**config.mk**
```make
export PLATFORM = sky130hd
export DESIGN_NAME = secondary_protection_supervisor
export DESIGN_NICKNAME = d
export VERILOG_FILES = /design/src/inc/prot_pkg.sv /design/src/secondary_protection_supervisor.sv
export VERILOG_INCLUDE_DIRS = /design/src /design/src/inc
export SDC_FILE = /design/constraint.sdc
export NUM_CORES = 1
export LEC_CHECK = 0
export CAP_MARGIN = 25
export CORE_MARGIN = 2
export CORE_UTILIZATION = 50
export CTS_BUF_LIST = sky130_fd_sc_hd__clkbuf_8
export DETAILED_ROUTE_END_ITERATION = 10
export DONT_BUFFER_PORTS = 1
export PLACE_DENSITY = 0.7
export SYNTH_ARGS = -nofsm -noshare
export SYNTH_HDL_FRONTEND = slang
export SYNTH_SLANG_ARGS = --single-unit
```
**constraint.sdc**
```tcl
create_clock -name clock -period 7.2 [get_ports clock]
set_input_delay 0.36 -clock clock [delete_from_list [all_inputs] [get_ports clock]]
set_output_delay 0.36 -clock clock [all_outputs]
set_load 0.02 [all_outputs]
```
**src/inc/prot_params.svh**
```systemverilog
// constants for the secondary protection supervisor
//
// Function
// - stay inactive until supply passes the turn-on threshold, nominally 4.5V
// - below turn-off threshold 4.25V shut down and reset all flags and counters
// - supply comparator change must persist about 10 us before acceptance
// - sense above overload level longer than overload delay sets overload flag
// - overload flag clears only on secondary or primary undervoltage lockout
// - compensation above max-frequency level runs overload timer, expiry trips overload
// - compensation node held at ground while overload flag is set
// - feedback above overvoltage level longer than delay sets overvoltage flag
// - overvoltage clears once feedback falls back to reference level
// - bleed current enabled while overvoltage flag is set
// - supply ready but feedback below open-loop level for validation time trips
// - 8 consecutive bad rectifier cycles trip gate-open; a good cycle restarts
// - gate-open protection holds until the primary controller restarts
// - at turn-on a gate pin under 1k ohm declares gate short until restart
// - 17 primary pulses without drain-triggered gate trip drain-abnormal protection
// - drain-abnormal clears on any lockout; after a primary lockout, resume only after valid drain signal
// - over-temperature flag latched until temperature falls by the hysteresis
// - peak comparator resets the drive flip-flop, gate drive low rest of cycle
`ifndef PROT_PARAMS_SVH
`define PROT_PARAMS_SVH
// ============================================================
// timing
`define CLK_PERIOD_NS 20
`define UV_QUAL_NS 10000
`define OLP_DELAY_NS 50000
`define OVP_DELAY_NS 20000
`define FBO_VALID_NS 40000
`define CYC_UP(ns) (((ns) + `CLK_PERIOD_NS - 1) / `CLK_PERIOD_NS)
`define CNT_W 12
`define GATE_OPEN_CYCLES 4'h8
`define DRAIN_PULSES 5'h11
// ============================================================
// register port
`define ADDR_W 2
`define DATA_W 8
`define REG_CTRL 2'h0
`define REG_STATUS 2'h1
`define REG_CAUSE 2'h2
`define CTRL_RESET 8'h03
`define CTRL_SENSE_BIT 0
`define CTRL_COMP_BIT 1
`endif

```
**src/inc/prot_pkg.sv**
```systemverilog
// types for the secondary protection supervisor
package prot_pkg;
  typedef enum logic {SUP_OFF, SUP_ON} supply_e;
  typedef logic [11:0] cnt_t;
endpackage : prot_pkg

```
**src/secondary_protection_supervisor.sv**
```systemverilog
// secondary-side protection supervisor with register port
`timescale 1ns/1ns
`include "prot_params.svh"
module secondary_protection_supervisor (
  input wire logic clock,
  input wire logic rst,
  input wire logic [`ADDR_W-1:0] addr,
  input wire logic [`DATA_W-1:0] wdata,
  input wire logic wr_stb,
  input wire logic rd_stb,
  output logic [`DATA_W-1:0] rdata,
  input wire logic vdd_above_on,
  input wire logic vdd_below_off,
  input wire logic vdd_above_rdy,
  input wire logic sense_over_olp,
  input wire logic comp_over_fsmax,
  input wire logic fb_over_ovp,
  input wire logic fb_at_ref,
  input wire logic fb_below_open,
  input wire logic rectifier_gate_drive,
  input wire logic drain_above_gate_open,
  input wire logic gate_low_resistance,
  input wire logic primary_switch_pulse,
  input wire logic drain_trigger,
  input wire logic primary_restart,
  input wire logic primary_uvlo,
  input wire logic temp_over_trip,
  input wire logic temp_below_release,
  input wire logic drive_set,
  input wire logic peak_cmp,
  output logic controller_active,
  output logic overload_flag,
  output logic overvoltage_flag,
  output logic feedback_open_loop_protection,
  output logic gate_open_protection,
  output logic gate_short_protection,
  output logic drain_abnormal_protection,
  output logic secondary_overtemp_flag,
  output logic switching_enable,
  output logic comp_short_to_ground,
  output logic bleed_current_enable,
  output logic primary_gate_drive
);

  // ============================================================
  // helpers
  // set wins over clear so a coincident event is never lost
  function automatic logic latch_next(input logic set, input logic clr,
                                      input logic cur);
    latch_next = set | (cur & ~clr);
  endfunction : latch_next

  // ============================================================
  // supply lockout qualification
  prot_pkg::supply_e sup_ff;
  prot_pkg::supply_e nxt_sup;
  prot_pkg::cnt_t uv_cnt_ff;
  prot_pkg::cnt_t nxt_uv_cnt;
  wire logic sup_on;
  wire logic uv_want;
  wire logic uv_done;
  wire logic turn_on_evt;

  // the comparator wanting a change must hold through the whole count
  assign sup_on = (sup_ff == prot_pkg::SUP_ON);
  assign uv_want = sup_on ? vdd_below_off : vdd_above_on;
  assign uv_done = (uv_cnt_ff == prot_pkg::cnt_t'(`CYC_UP(`UV_QUAL_NS) - 1));
  assign nxt_uv_cnt = (!uv_want || uv_done) ? '0 : uv_cnt_ff + 1'b1;
  assign turn_on_evt = !sup_on && uv_want && uv_done;

  always_comb begin
    nxt_sup = sup_ff;
    case (sup_ff)
      prot_pkg::SUP_OFF: begin
        if (uv_want && uv_done) begin
          nxt_sup = prot_pkg::SUP_ON;
        end
      end
      prot_pkg::SUP_ON: begin
        if (uv_want && uv_done) begin
          nxt_sup = prot_pkg::SUP_OFF;
        end
      end
      default: begin
        nxt_sup = prot_pkg::SUP_OFF;
      end
    endcase
  end

  always_ff @(posedge clock or posedge rst) begin
    if (rst) begin
      sup_ff <= prot_pkg::SUP_OFF;
      uv_cnt_ff <= '0;
    end else begin
      sup_ff <= nxt_sup;
      uv_cnt_ff <= nxt_uv_cnt;
    end
  end

  // ============================================================
  // register port
  logic [`DATA_W-1:0] ctrl_ff;
  logic [`DATA_W-1:0] rdata_ff;
  logic [`DATA_W-1:0] nxt_rdata;
  logic [`DATA_W-1:0] cause_ff;
  wire logic [`DATA_W-1:0] status_word;
  wire logic [`DATA_W-1:0] flag_word;

  assign flag_word = {sup_on, secondary_overtemp_flag, drain_abnormal_protection,
                      gate_short_protection, gate_open_protection,
                      feedback_open_loop_protection, overvoltage_flag, overload_flag};
  assign status_word = flag_word;
  // unmapped addresses read as zero
  assign nxt_rdata = !rd_stb ? '0 :
                     (addr == `REG_CTRL) ? ctrl_ff :
                     (addr == `REG_STATUS) ? status_word :
                     (addr == `REG_CAUSE) ? cause_ff : '0;

  // control survives lockout: software setup is not supply-bound
  always_ff @(posedge clock or posedge rst) begin
    if (rst) begin
      ctrl_ff <= `CTRL_RESET;
      rdata_ff <= '0;
    end else begin
      if (wr_stb && addr == `REG_CTRL) begin
        ctrl_ff <= wdata;
      end
      rdata_ff <= nxt_rdata;
    end
  end
  assign rdata = rdata_ff;

  // ============================================================
  // delay filters: sense overload, comp overload, overvoltage, open loop
  localparam int NF = 4;
  wire logic [NF-1:0] f_cond;
  wire logic [NF-1:0] f_hit;
  localparam prot_pkg::cnt_t F_LIM [NF] = '{
    prot_pkg::cnt_t'(`CYC_UP(`OLP_DELAY_NS)),
    prot_pkg::cnt_t'(`CYC_UP(`OLP_DELAY_NS)),
    prot_pkg::cnt_t'(`CYC_UP(`OVP_DELAY_NS)),
    prot_pkg::cnt_t'(`CYC_UP(`FBO_VALID_NS))
  };

  assign f_cond[0] = sense_over_olp & ctrl_ff[`CTRL_SENSE_BIT];
  assign f_cond[1] = comp_over_fsmax & ctrl_ff[`CTRL_COMP_BIT];
  assign f_cond[2] = fb_over_ovp;
  assign f_cond[3] = vdd_above_rdy & fb_below_open;

  genvar gi;
  generate
    for (gi = 0; gi < NF; gi++) begin : g_filt
      prot_pkg::cnt_t cnt_ff;
      prot_pkg::cnt_t nxt_cnt;
      // restart whenever the condition drops before expiry
      assign nxt_cnt = (!sup_on || !f_cond[gi]) ? '0 :
                       (cnt_ff == F_LIM[gi]) ? cnt_ff : cnt_ff + 1'b1;
      assign f_hit[gi] = f_cond[gi] && (cnt_ff == F_LIM[gi]);
      always_ff @(posedge clock or posedge rst) begin
        if (rst) begin
          cnt_ff <= '0;
        end else begin
          cnt_ff <= nxt_cnt;
        end
      end
    end
  endgenerate

  // ============================================================
  // rectifier gate-open cycle counting
  logic gate_d_ff;
  logic good_ff;
  logic [3:0] gop_cnt_ff;
  logic [3:0] nxt_gop_cnt;
  wire logic gate_end;
  wire logic good_now;
  wire logic gop_hit;

  assign gate_end = gate_d_ff & ~rectifier_gate_drive;
  assign good_now = good_ff | (rectifier_gate_drive & drain_above_gate_open);
  // any good cycle restarts the consecutive count
  assign nxt_gop_cnt = !sup_on ? '0 :
                       !gate_end ? gop_cnt_ff :
                       good_now ? '0 : gop_cnt_ff + 1'b1;
  assign gop_hit = gate_end && !good_now && (gop_cnt_ff == `GATE_OPEN_CYCLES - 1'b1);

  always_ff @(posedge clock or posedge rst) begin
    if (rst) begin
      gate_d_ff <= 1'b0;
      good_ff <= 1'b0;
      gop_cnt_ff <= '0;
    end else begin
      gate_d_ff <= rectifier_gate_drive & sup_on;
      good_ff <= sup_on & rectifier_gate_drive & good_now;
      gop_cnt_ff <= nxt_gop_cnt;
    end
  end

  // ============================================================
  // drain-abnormal pulse counting
  logic [4:0] pulse_cnt_ff;
  logic [4:0] nxt_pulse_cnt;
  logic rearm_ff;
  logic nxt_rearm;
  wire logic pulse_hit;

  // a drain-triggered gate in the same cycle as a pulse counts as good
  assign nxt_pulse_cnt = (!sup_on || drain_trigger) ? '0 :
                         (primary_switch_pulse && pulse_cnt_ff != `DRAIN_PULSES) ?
                         pulse_cnt_ff + 1'b1 : pulse_cnt_ff;
  assign pulse_hit = sup_on && !drain_trigger && primary_switch_pulse &&
                     (pulse_cnt_ff == `DRAIN_PULSES - 1'b1);
  // after a primary lockout clear, wait for a valid drain signal
  assign nxt_rearm = sup_on &&
                     ((drain_abnormal_protection && primary_uvlo) ||
                      (rearm_ff && !drain_trigger));

  always_ff @(posedge clock or posedge rst) begin
    if (rst) begin
      pulse_cnt_ff <= '0;
      rearm_ff <= 1'b0;
    end else begin
      pulse_cnt_ff <= nxt_pulse_cnt;
      rearm_ff <= nxt_rearm;
    end
  end

  // ============================================================
  // protection flags; all fall when the supply is locked out
  wire logic olp_set;
  wire logic nxt_olp;
  wire logic nxt_ovp;
  wire logic nxt_fbo;
  wire logic nxt_gop;
  wire logic nxt_gsp;
  wire logic nxt_dap;
  wire logic nxt_otp;
  wire logic any_flag;
  wire logic nxt_sw_en;

  assign olp_set = f_hit[0] | f_hit[1];
  assign nxt_olp = sup_on & latch_next(olp_set, primary_uvlo, overload_flag);
  assign nxt_ovp = sup_on & latch_next(f_hit[2], fb_at_ref, overvoltage_flag);
  assign nxt_fbo = sup_on & latch_next(f_hit[3], 1'b0, feedback_open_loop_protection);
  assign nxt_gop = sup_on & latch_next(gop_hit, primary_restart,
                                        gate_open_protection);
  // the gate pin is checked only at the turn-on moment
  assign nxt_gsp = latch_next(turn_on_evt & gate_low_resistance,
                              primary_restart | !sup_on, gate_short_protection);
  assign nxt_dap = sup_on & latch_next(pulse_hit, primary_uvlo,
                                       drain_abnormal_protection);
  assign nxt_otp = sup_on & latch_next(temp_over_trip, temp_below_release,
                                        secondary_overtemp_flag);
  assign any_flag = nxt_olp | nxt_ovp | nxt_fbo | nxt_gop | nxt_gsp | nxt_dap | nxt_otp;
  assign nxt_sw_en = nxt_sup == prot_pkg::SUP_ON && !any_flag && !nxt_rearm;

  always_ff @(posedge clock or posedge rst) begin
    if (rst) begin
      overload_flag <= 1'b0;
      overvoltage_flag <= 1'b0;
      feedback_open_loop_protection <= 1'b0;
      gate_open_protection <= 1'b0;
      gate_short_protection <= 1'b0;
      drain_abnormal_protection <= 1'b0;
      secondary_overtemp_flag <= 1'b0;
    end else begin
      overload_flag <= nxt_olp;
      overvoltage_flag <= nxt_ovp;
      feedback_open_loop_protection <= nxt_fbo;
      gate_open_protection <= nxt_gop;
      gate_short_protection <= nxt_gsp;
      drain_abnormal_protection <= nxt_dap;
      secondary_overtemp_flag <= nxt_otp;
    end
  end

  // first-cause capture for software, cleared at lockout
  always_ff @(posedge clock or posedge rst) begin
    if (rst) begin
      cause_ff <= '0;
    end else if (!sup_on) begin
      cause_ff <= '0;
    end else if (cause_ff == '0) begin
      cause_ff <= {1'b0, flag_word[6:0]};
    end
  end

  // ============================================================
  // outputs and the primary drive flip-flop
  always_ff @(posedge clock or posedge rst) begin
    if (rst) begin
      controller_active <= 1'b0;
      switching_enable <= 1'b0;
      comp_short_to_ground <= 1'b0;
      bleed_current_enable <= 1'b0;
      primary_gate_drive <= 1'b0;
    end else begin
      controller_active <= nxt_sup == prot_pkg::SUP_ON;
      switching_enable <= nxt_sw_en;
      comp_short_to_ground <= nxt_olp | nxt_dap;
      bleed_current_enable <= nxt_ovp;
      // reset dominates so a late set cannot extend the pulse
      if (peak_cmp || !nxt_sw_en) begin
        primary_gate_drive <= 1'b0;
      end else if (drive_set) begin
        primary_gate_drive <= 1'b1;
      end
    end
  end
endmodule : secondary_protection_supervisor

```
# Word-level counts from Yosys, hierarchy flattened
# Index checks and enable logic that the tools add are counted.
# totals
regBits,107
input_bits,33
output_inout_bits,20
word_cells,159
# op_classes
addsub,7
eq_ne,16
n_mux,26
bitwise_logic,44
reduce_logical,42
# ops
cell,n
12-bit 2-to-1 mux,9
"12-bit by 1-bit adder with 12-bit output, second input constant",5
8-bit 2-to-1 mux,6
"12-bit equality test, second input constant",2
1-bit bitwise AND,20
1-bit logical AND,19
1-bit bitwise OR,17
"12-bit by 10-bit equality test with 1-bit output, second input constant",1
"12-bit by 11-bit equality test with 1-bit output, second input constant",1
"12-bit by 9-bit equality test with 1-bit output, second input constant",1
4-bit 2-to-1 mux,3
1-bit zero test,11
5-bit 2-to-1 mux,2
8-bit zero test,1
1-bit logical OR,8
"2-bit inequality test, second input constant",4
1-bit NOT,7
"5-bit by 1-bit adder with 5-bit output, second input constant",1
"5-bit equality test, second input constant",1
1-bit 2-to-1 mux,5
"5-bit inequality test, second input constant",1
"4-bit by 1-bit adder with 4-bit output, second input constant",1
"4-bit by 3-bit equality test with 1-bit output, second input constant",1
"2-bit by 1-bit inequality test with 1-bit output, second input constant",2
5 further kinds,6

# Logic depth before layout (Yosys ltp)
# depth
word_depth,17
ltp_mapped,8
ltp_nobuf,7

# Worst setup path after synthesis
# No wires, ideal clock.
# synth_timing
path_kind,reg2reg
from,register g_filt[3].cnt_ff[0]
to,register g_filt[3].cnt_ff[4]
t_arrival_ps,1863
required_ps,7068
path_slack_ps,5205
stages_incl_launch_ff,8
path_buffers,0
synth_period_minus_slack_ps,1995
path_cell_list,dfrtp_1 > inv_1 > ha_1 > or4b_4 > or4_4 > nand4_1 > xor2_1 > nor2_1
# synth_between
elab_chain_cells,3
elab_cells_between_ends,5
# synth_lines
element,line,rtl
"start, declared",secondary_protection_supervisor.sv:153,prot_pkg::cnt_t cnt_ff;
"start signal, assigned",secondary_protection_supervisor.sv:163,cnt_ff <= nxt_cnt;
12-bit by 1-bit adder with 12-bit output,secondary_protection_supervisor.sv:157,(cnt_ff == F_LIM[gi]) ? cnt_ff : cnt_ff + 1'b1;
12-bit 2-to-1 mux,secondary_protection_supervisor.sv:157,
12-bit 2-to-1 mux,secondary_protection_supervisor.sv:156,assign nxt_cnt = (!sup_on || !f_cond[gi]) ? '0 :
# Parallel ways exist; a longest one is shown, timed or not. The select of a mux whose other input is x is not followed.
# A chain may end at the register's enable or synchronous reset.

==> results list <==
* Result of the run: complete, no violations
- Iteration count of the initial detailed-routing pass: 5
* Leading post-synthesis cells by cell area: dfrtp_1 (52%), nor2_1 (5.4%), xor2_1 (5.2%)
* Sum Neg Setup Slack: 0 ns
- The number of antenna violations at the first check in global routing came to 1.
- Core region area: 9774 µm²
- Number of routed nets with antenna violations: 0
- Sw power: 251.7 µW
- Required time of the worst setup path: 7.44 ns
* Cell accounting for the most synthesized area: dfrtp_1
* CTS tree: done
- Largest net degree at the start of global routing: 73
- The worst pin sits at a relative slew slack of 0.3746.
* Drt wl/cell: 15.15 µm
- The number of failing hold endpoints at the final stage came to 0.
* CP endpoint kind: flip-flop
- At the worst endpoint, the arrival time is 2.99 ns.
* Post-synthesis instance total: 500
- Most used DFF post-synth: dfrtp_1
- Critical path launch point type: flip-flop
- In this run the horizontal extent of the chip is 104.2 µm.
* Worst Clk Skew: 0.02584 ns
- The root buffer cell chosen for the clock tree is clkbuf_8.
* Most common library cell in the layout ignoring fill and taps: dfrtp_1
- Biggest fanout along the worst timing path: 23
* Post-route total power: 1.046 mW
- Synthesized Nets: 546
- The mapped netlist covers 5022 µm².
- Die Outline Area: 10860 µm²
- Average instance area after synthesis: 10.04 µm²
- For the pin with the worst max-slew slack, the measured transition is 0.9381 ns.
* Category of the critical setup timing path: flip-flop to flip-flop
* Routed wire length: 9652 µm
- The number of gates resized after CTS was 0.
* Crit share post-route: 0.3816
* Leading cell types in the layout, fill and taps excluded: dfrtp_1 (104), nor2_1 (72), nand2_1 (41)
* Via density per instance: 5.447
- The count of pins over their slew limit is 0.
* Final-stage net count: 544
- CTS H-tree depth: 3
* Peak Freq: 364.0 MHz
* Largest stage delay on the critical path: 0.97 ns
- Cell area power density: 194.9 nW/µm²
- Number of inserted filler cells in the final layout: 860
* Largest delay contributor family on the critical path: simple AND/OR/NAND/NOR gates
* Share of flip-flops with an asynchronous set or reset after synthesis: 1.000
- Leakage power: 2.263 nW
- The initial utilization of the core area, before any placement, comes to 0.5138.
- Via count: 3470
- Area added between synthesis and finish: 6.876%
- On the final layout, the worst hold slack is 0.04022 ns.
- Measured on the finished design, the core utilization comes to 0.5492.
- I/O pin cnt: 53
- Internal power of the cells: 794.6 µW
- Minimum clock period after layout: 2.747 ns
- In the final layout, the share of cells above drive strength 1 is 0.06958.
- Unique masters post-synth: 47
* Fraction of the yosys area taken by sequential cells: 0.5286
* Number of sinks driven by the clock tree: 106
* Detailed-placement wirelength estimate: 6960 µm
- TritonCTS created 9 clock buffers.
- For this run, design rule violations remaining after detail routing come to 0.
- The share of total power dissipated in the clock network is 0.375.
- The first global-routing pass estimated 16600 µm of wire.
- IO Port Bufs: 0
- In this run the core area contains 36 standard-cell rows.
- Count of buffering cells on the critical path with inverters included: 0
- With fillers left out, the area of the finished cells amounts to 5368 µm².
* Clock transition at the registers of the reported paths: 0.12 ns
- In this run the worst hold path is classified as input pin to flip-flop.
- In the global route stage, overall resource usage came out at 0.1878.
* Seq cells post-synth: 106
* Post-synth EDFFs: 0
* Power share of the combinational group: 0.033
* Number of buffers between clock root and the deepest sink: 2
- Of the total power, the share spent switching nets is 0.2406.
- Routability-driven placement finished with a final weighted congestion of 0.8000.
- Endpoints failing setup: 0
- During synthesis, Yosys emitted a total of 0 warnings.
- Of the total power, registers draw 0.591.
- The worst-case IR drop observed on VDD is 138.8 µV.
- DRC violation total after the first TritonRoute iteration: 143
- The share of synthesized area in the top cell type comes to 0.5182.
- Vias in the first global route: 3430
- Count of maximum capacitance violations: 0
* Post-DP Area: 5139 µm²
- The signal on the critical path passes through nand3_1 > or4_4 > nand4_1 > xor2_1 > nor2_1.
* Slowest cell on the critical path: dfrtp_1
* Clk Latency, worst-skew pair: 0.37 ns
* Die Span Y: 104.2 µm
* Global route total overflow: 0
* Unrepaired setup endpoints after global routing: false
[state kept, by name, indices dropped and copies added, names as in the netlist, 4 cells and up]
signal,count
uv_cnt_ff,12
pulse_cnt_ff,5
cause_ff,7
g_filt.cnt_ff,48
gop_cnt_ff,4
ctrl_ff,8
rdata,8
[cells in the mapped netlist, drive strengths merged, types with 3 or more instances]
| cell type | number |
|---|---|
| nand4 | 11 |
| and4b | 4 |
| inv | 18 |
| mux2 | 8 |
| mux2i | 10 |
| buf | 4 |
| nor3b | 5 |
| nor2 | 72 |
| nand3 | 32 |
| clkbuf | 11 |
| nor3 | 11 |
| or3 | 8 |
| and3 | 9 |
| o21ai | 19 |
| xor2 | 30 |
| nor4 | 10 |
| dfrtp | 104 |
| a21oi | 24 |
| nand2 | 41 |
| xnor2 | 15 |
| ha | 13 |
| nor2b | 3 |
| nand2b | 6 |
| and2 | 8 |
[cell families (layout without fill, tap and decap cells)]
| family | count (synthesis) | count (layout) | share of synthesized area |
|---|---|---|---|
| fa+ha+maj | 13 | 13 | 0.03239 |
| simple gates | 231 | 231 | 0.2369 |
| flops | 106 | 106 | 0.5287 |
| mux | 18 | 18 | 0.03787 |
| compound gates | 54 | 54 | 0.06029 |
| buf+inv | 33 | 36 | 0.02541 |
| other cells | 0 | 1 | 0 |
| xor+xnor | 45 | 45 | 0.07848 |
[metal layers]
layer,up-vias,GRT usage,part of all wire
met2,59,0.3078,0.49
met1,1694,0.2461,0.46
met3,8,0.04762,0.040
li1,1709,-,-
met4,0,0.05888,0.012
met5,-,0,0
[worst paths after layout]
kind | from | depth (start not counted) | slack [ns] | end
min in group asynchronous | rst | 2 | 0.48 | g_filt[2].cnt_ff[7]$_DFFE_PP0P_
max in group asynchronous | rst | 3 | 5.48 | overload_flag$_DFF_PP0_
worst min register to register | uv_cnt_ff[0]$_DFF_PP0_ | 1 | 0.49 | uv_cnt_ff[0]$_DFF_PP0_
worst max-delay path | controller_active$_DFF_PP0_ | 5 | 4.45 | g_filt[3].cnt_ff[4]$_DFFE_PP0P_
worst min-delay path | addr[1] | 1 | 0.04 | rdata[7]$_DFF_PP0_
worst max register to register | controller_active$_DFF_PP0_ | 5 | 4.45 | g_filt[3].cnt_ff[4]$_DFFE_PP0P_
[metrics by stage]
stage	instances	setup slack, ns
after floorplan	500	4.054
after CTS	636	4.452
after global placement	619	4.565
final	637	4.453
after detailed placement	619	4.468
after global routing	637	4.230
[what timing repair did]
action | CTS | global route
hold buffers | 1 | 0
setup endpoints to repair | 0 | 0
buffers inserted | 0 | 0
endpoints found under the hold margin | 34 | 0
[power groups by stage]
stage	Sequential (mW)	Clock [mW]	Combinational [mW]
after floorplan	0.627	0	0.0305
after global placement	0.631	0	0.0346
after detailed placement	0.631	0	0.0355
after CTS	0.619	0.399	0.0363
after global routing	0.621	0.430	0.0407
final	0.619	0.392	0.0350
[cell type report]
type,count,area (µm²),share of cell area
Sequential cell,106,2655,0.4946
Multi-Input combinational cell,361,2240,0.4172
Tap cell,133,166.4,0.03100
Clock buffer,9,123.9,0.02308
Clock inverter,7,92.59,0.01725
Inverter,18,70.07,0.01305
Timing Repair Buffer,2,17.52,0.003263
Antenna cell,1,2.502,0.0004662
Note: power is estimated with default switching activity, not from simulation.
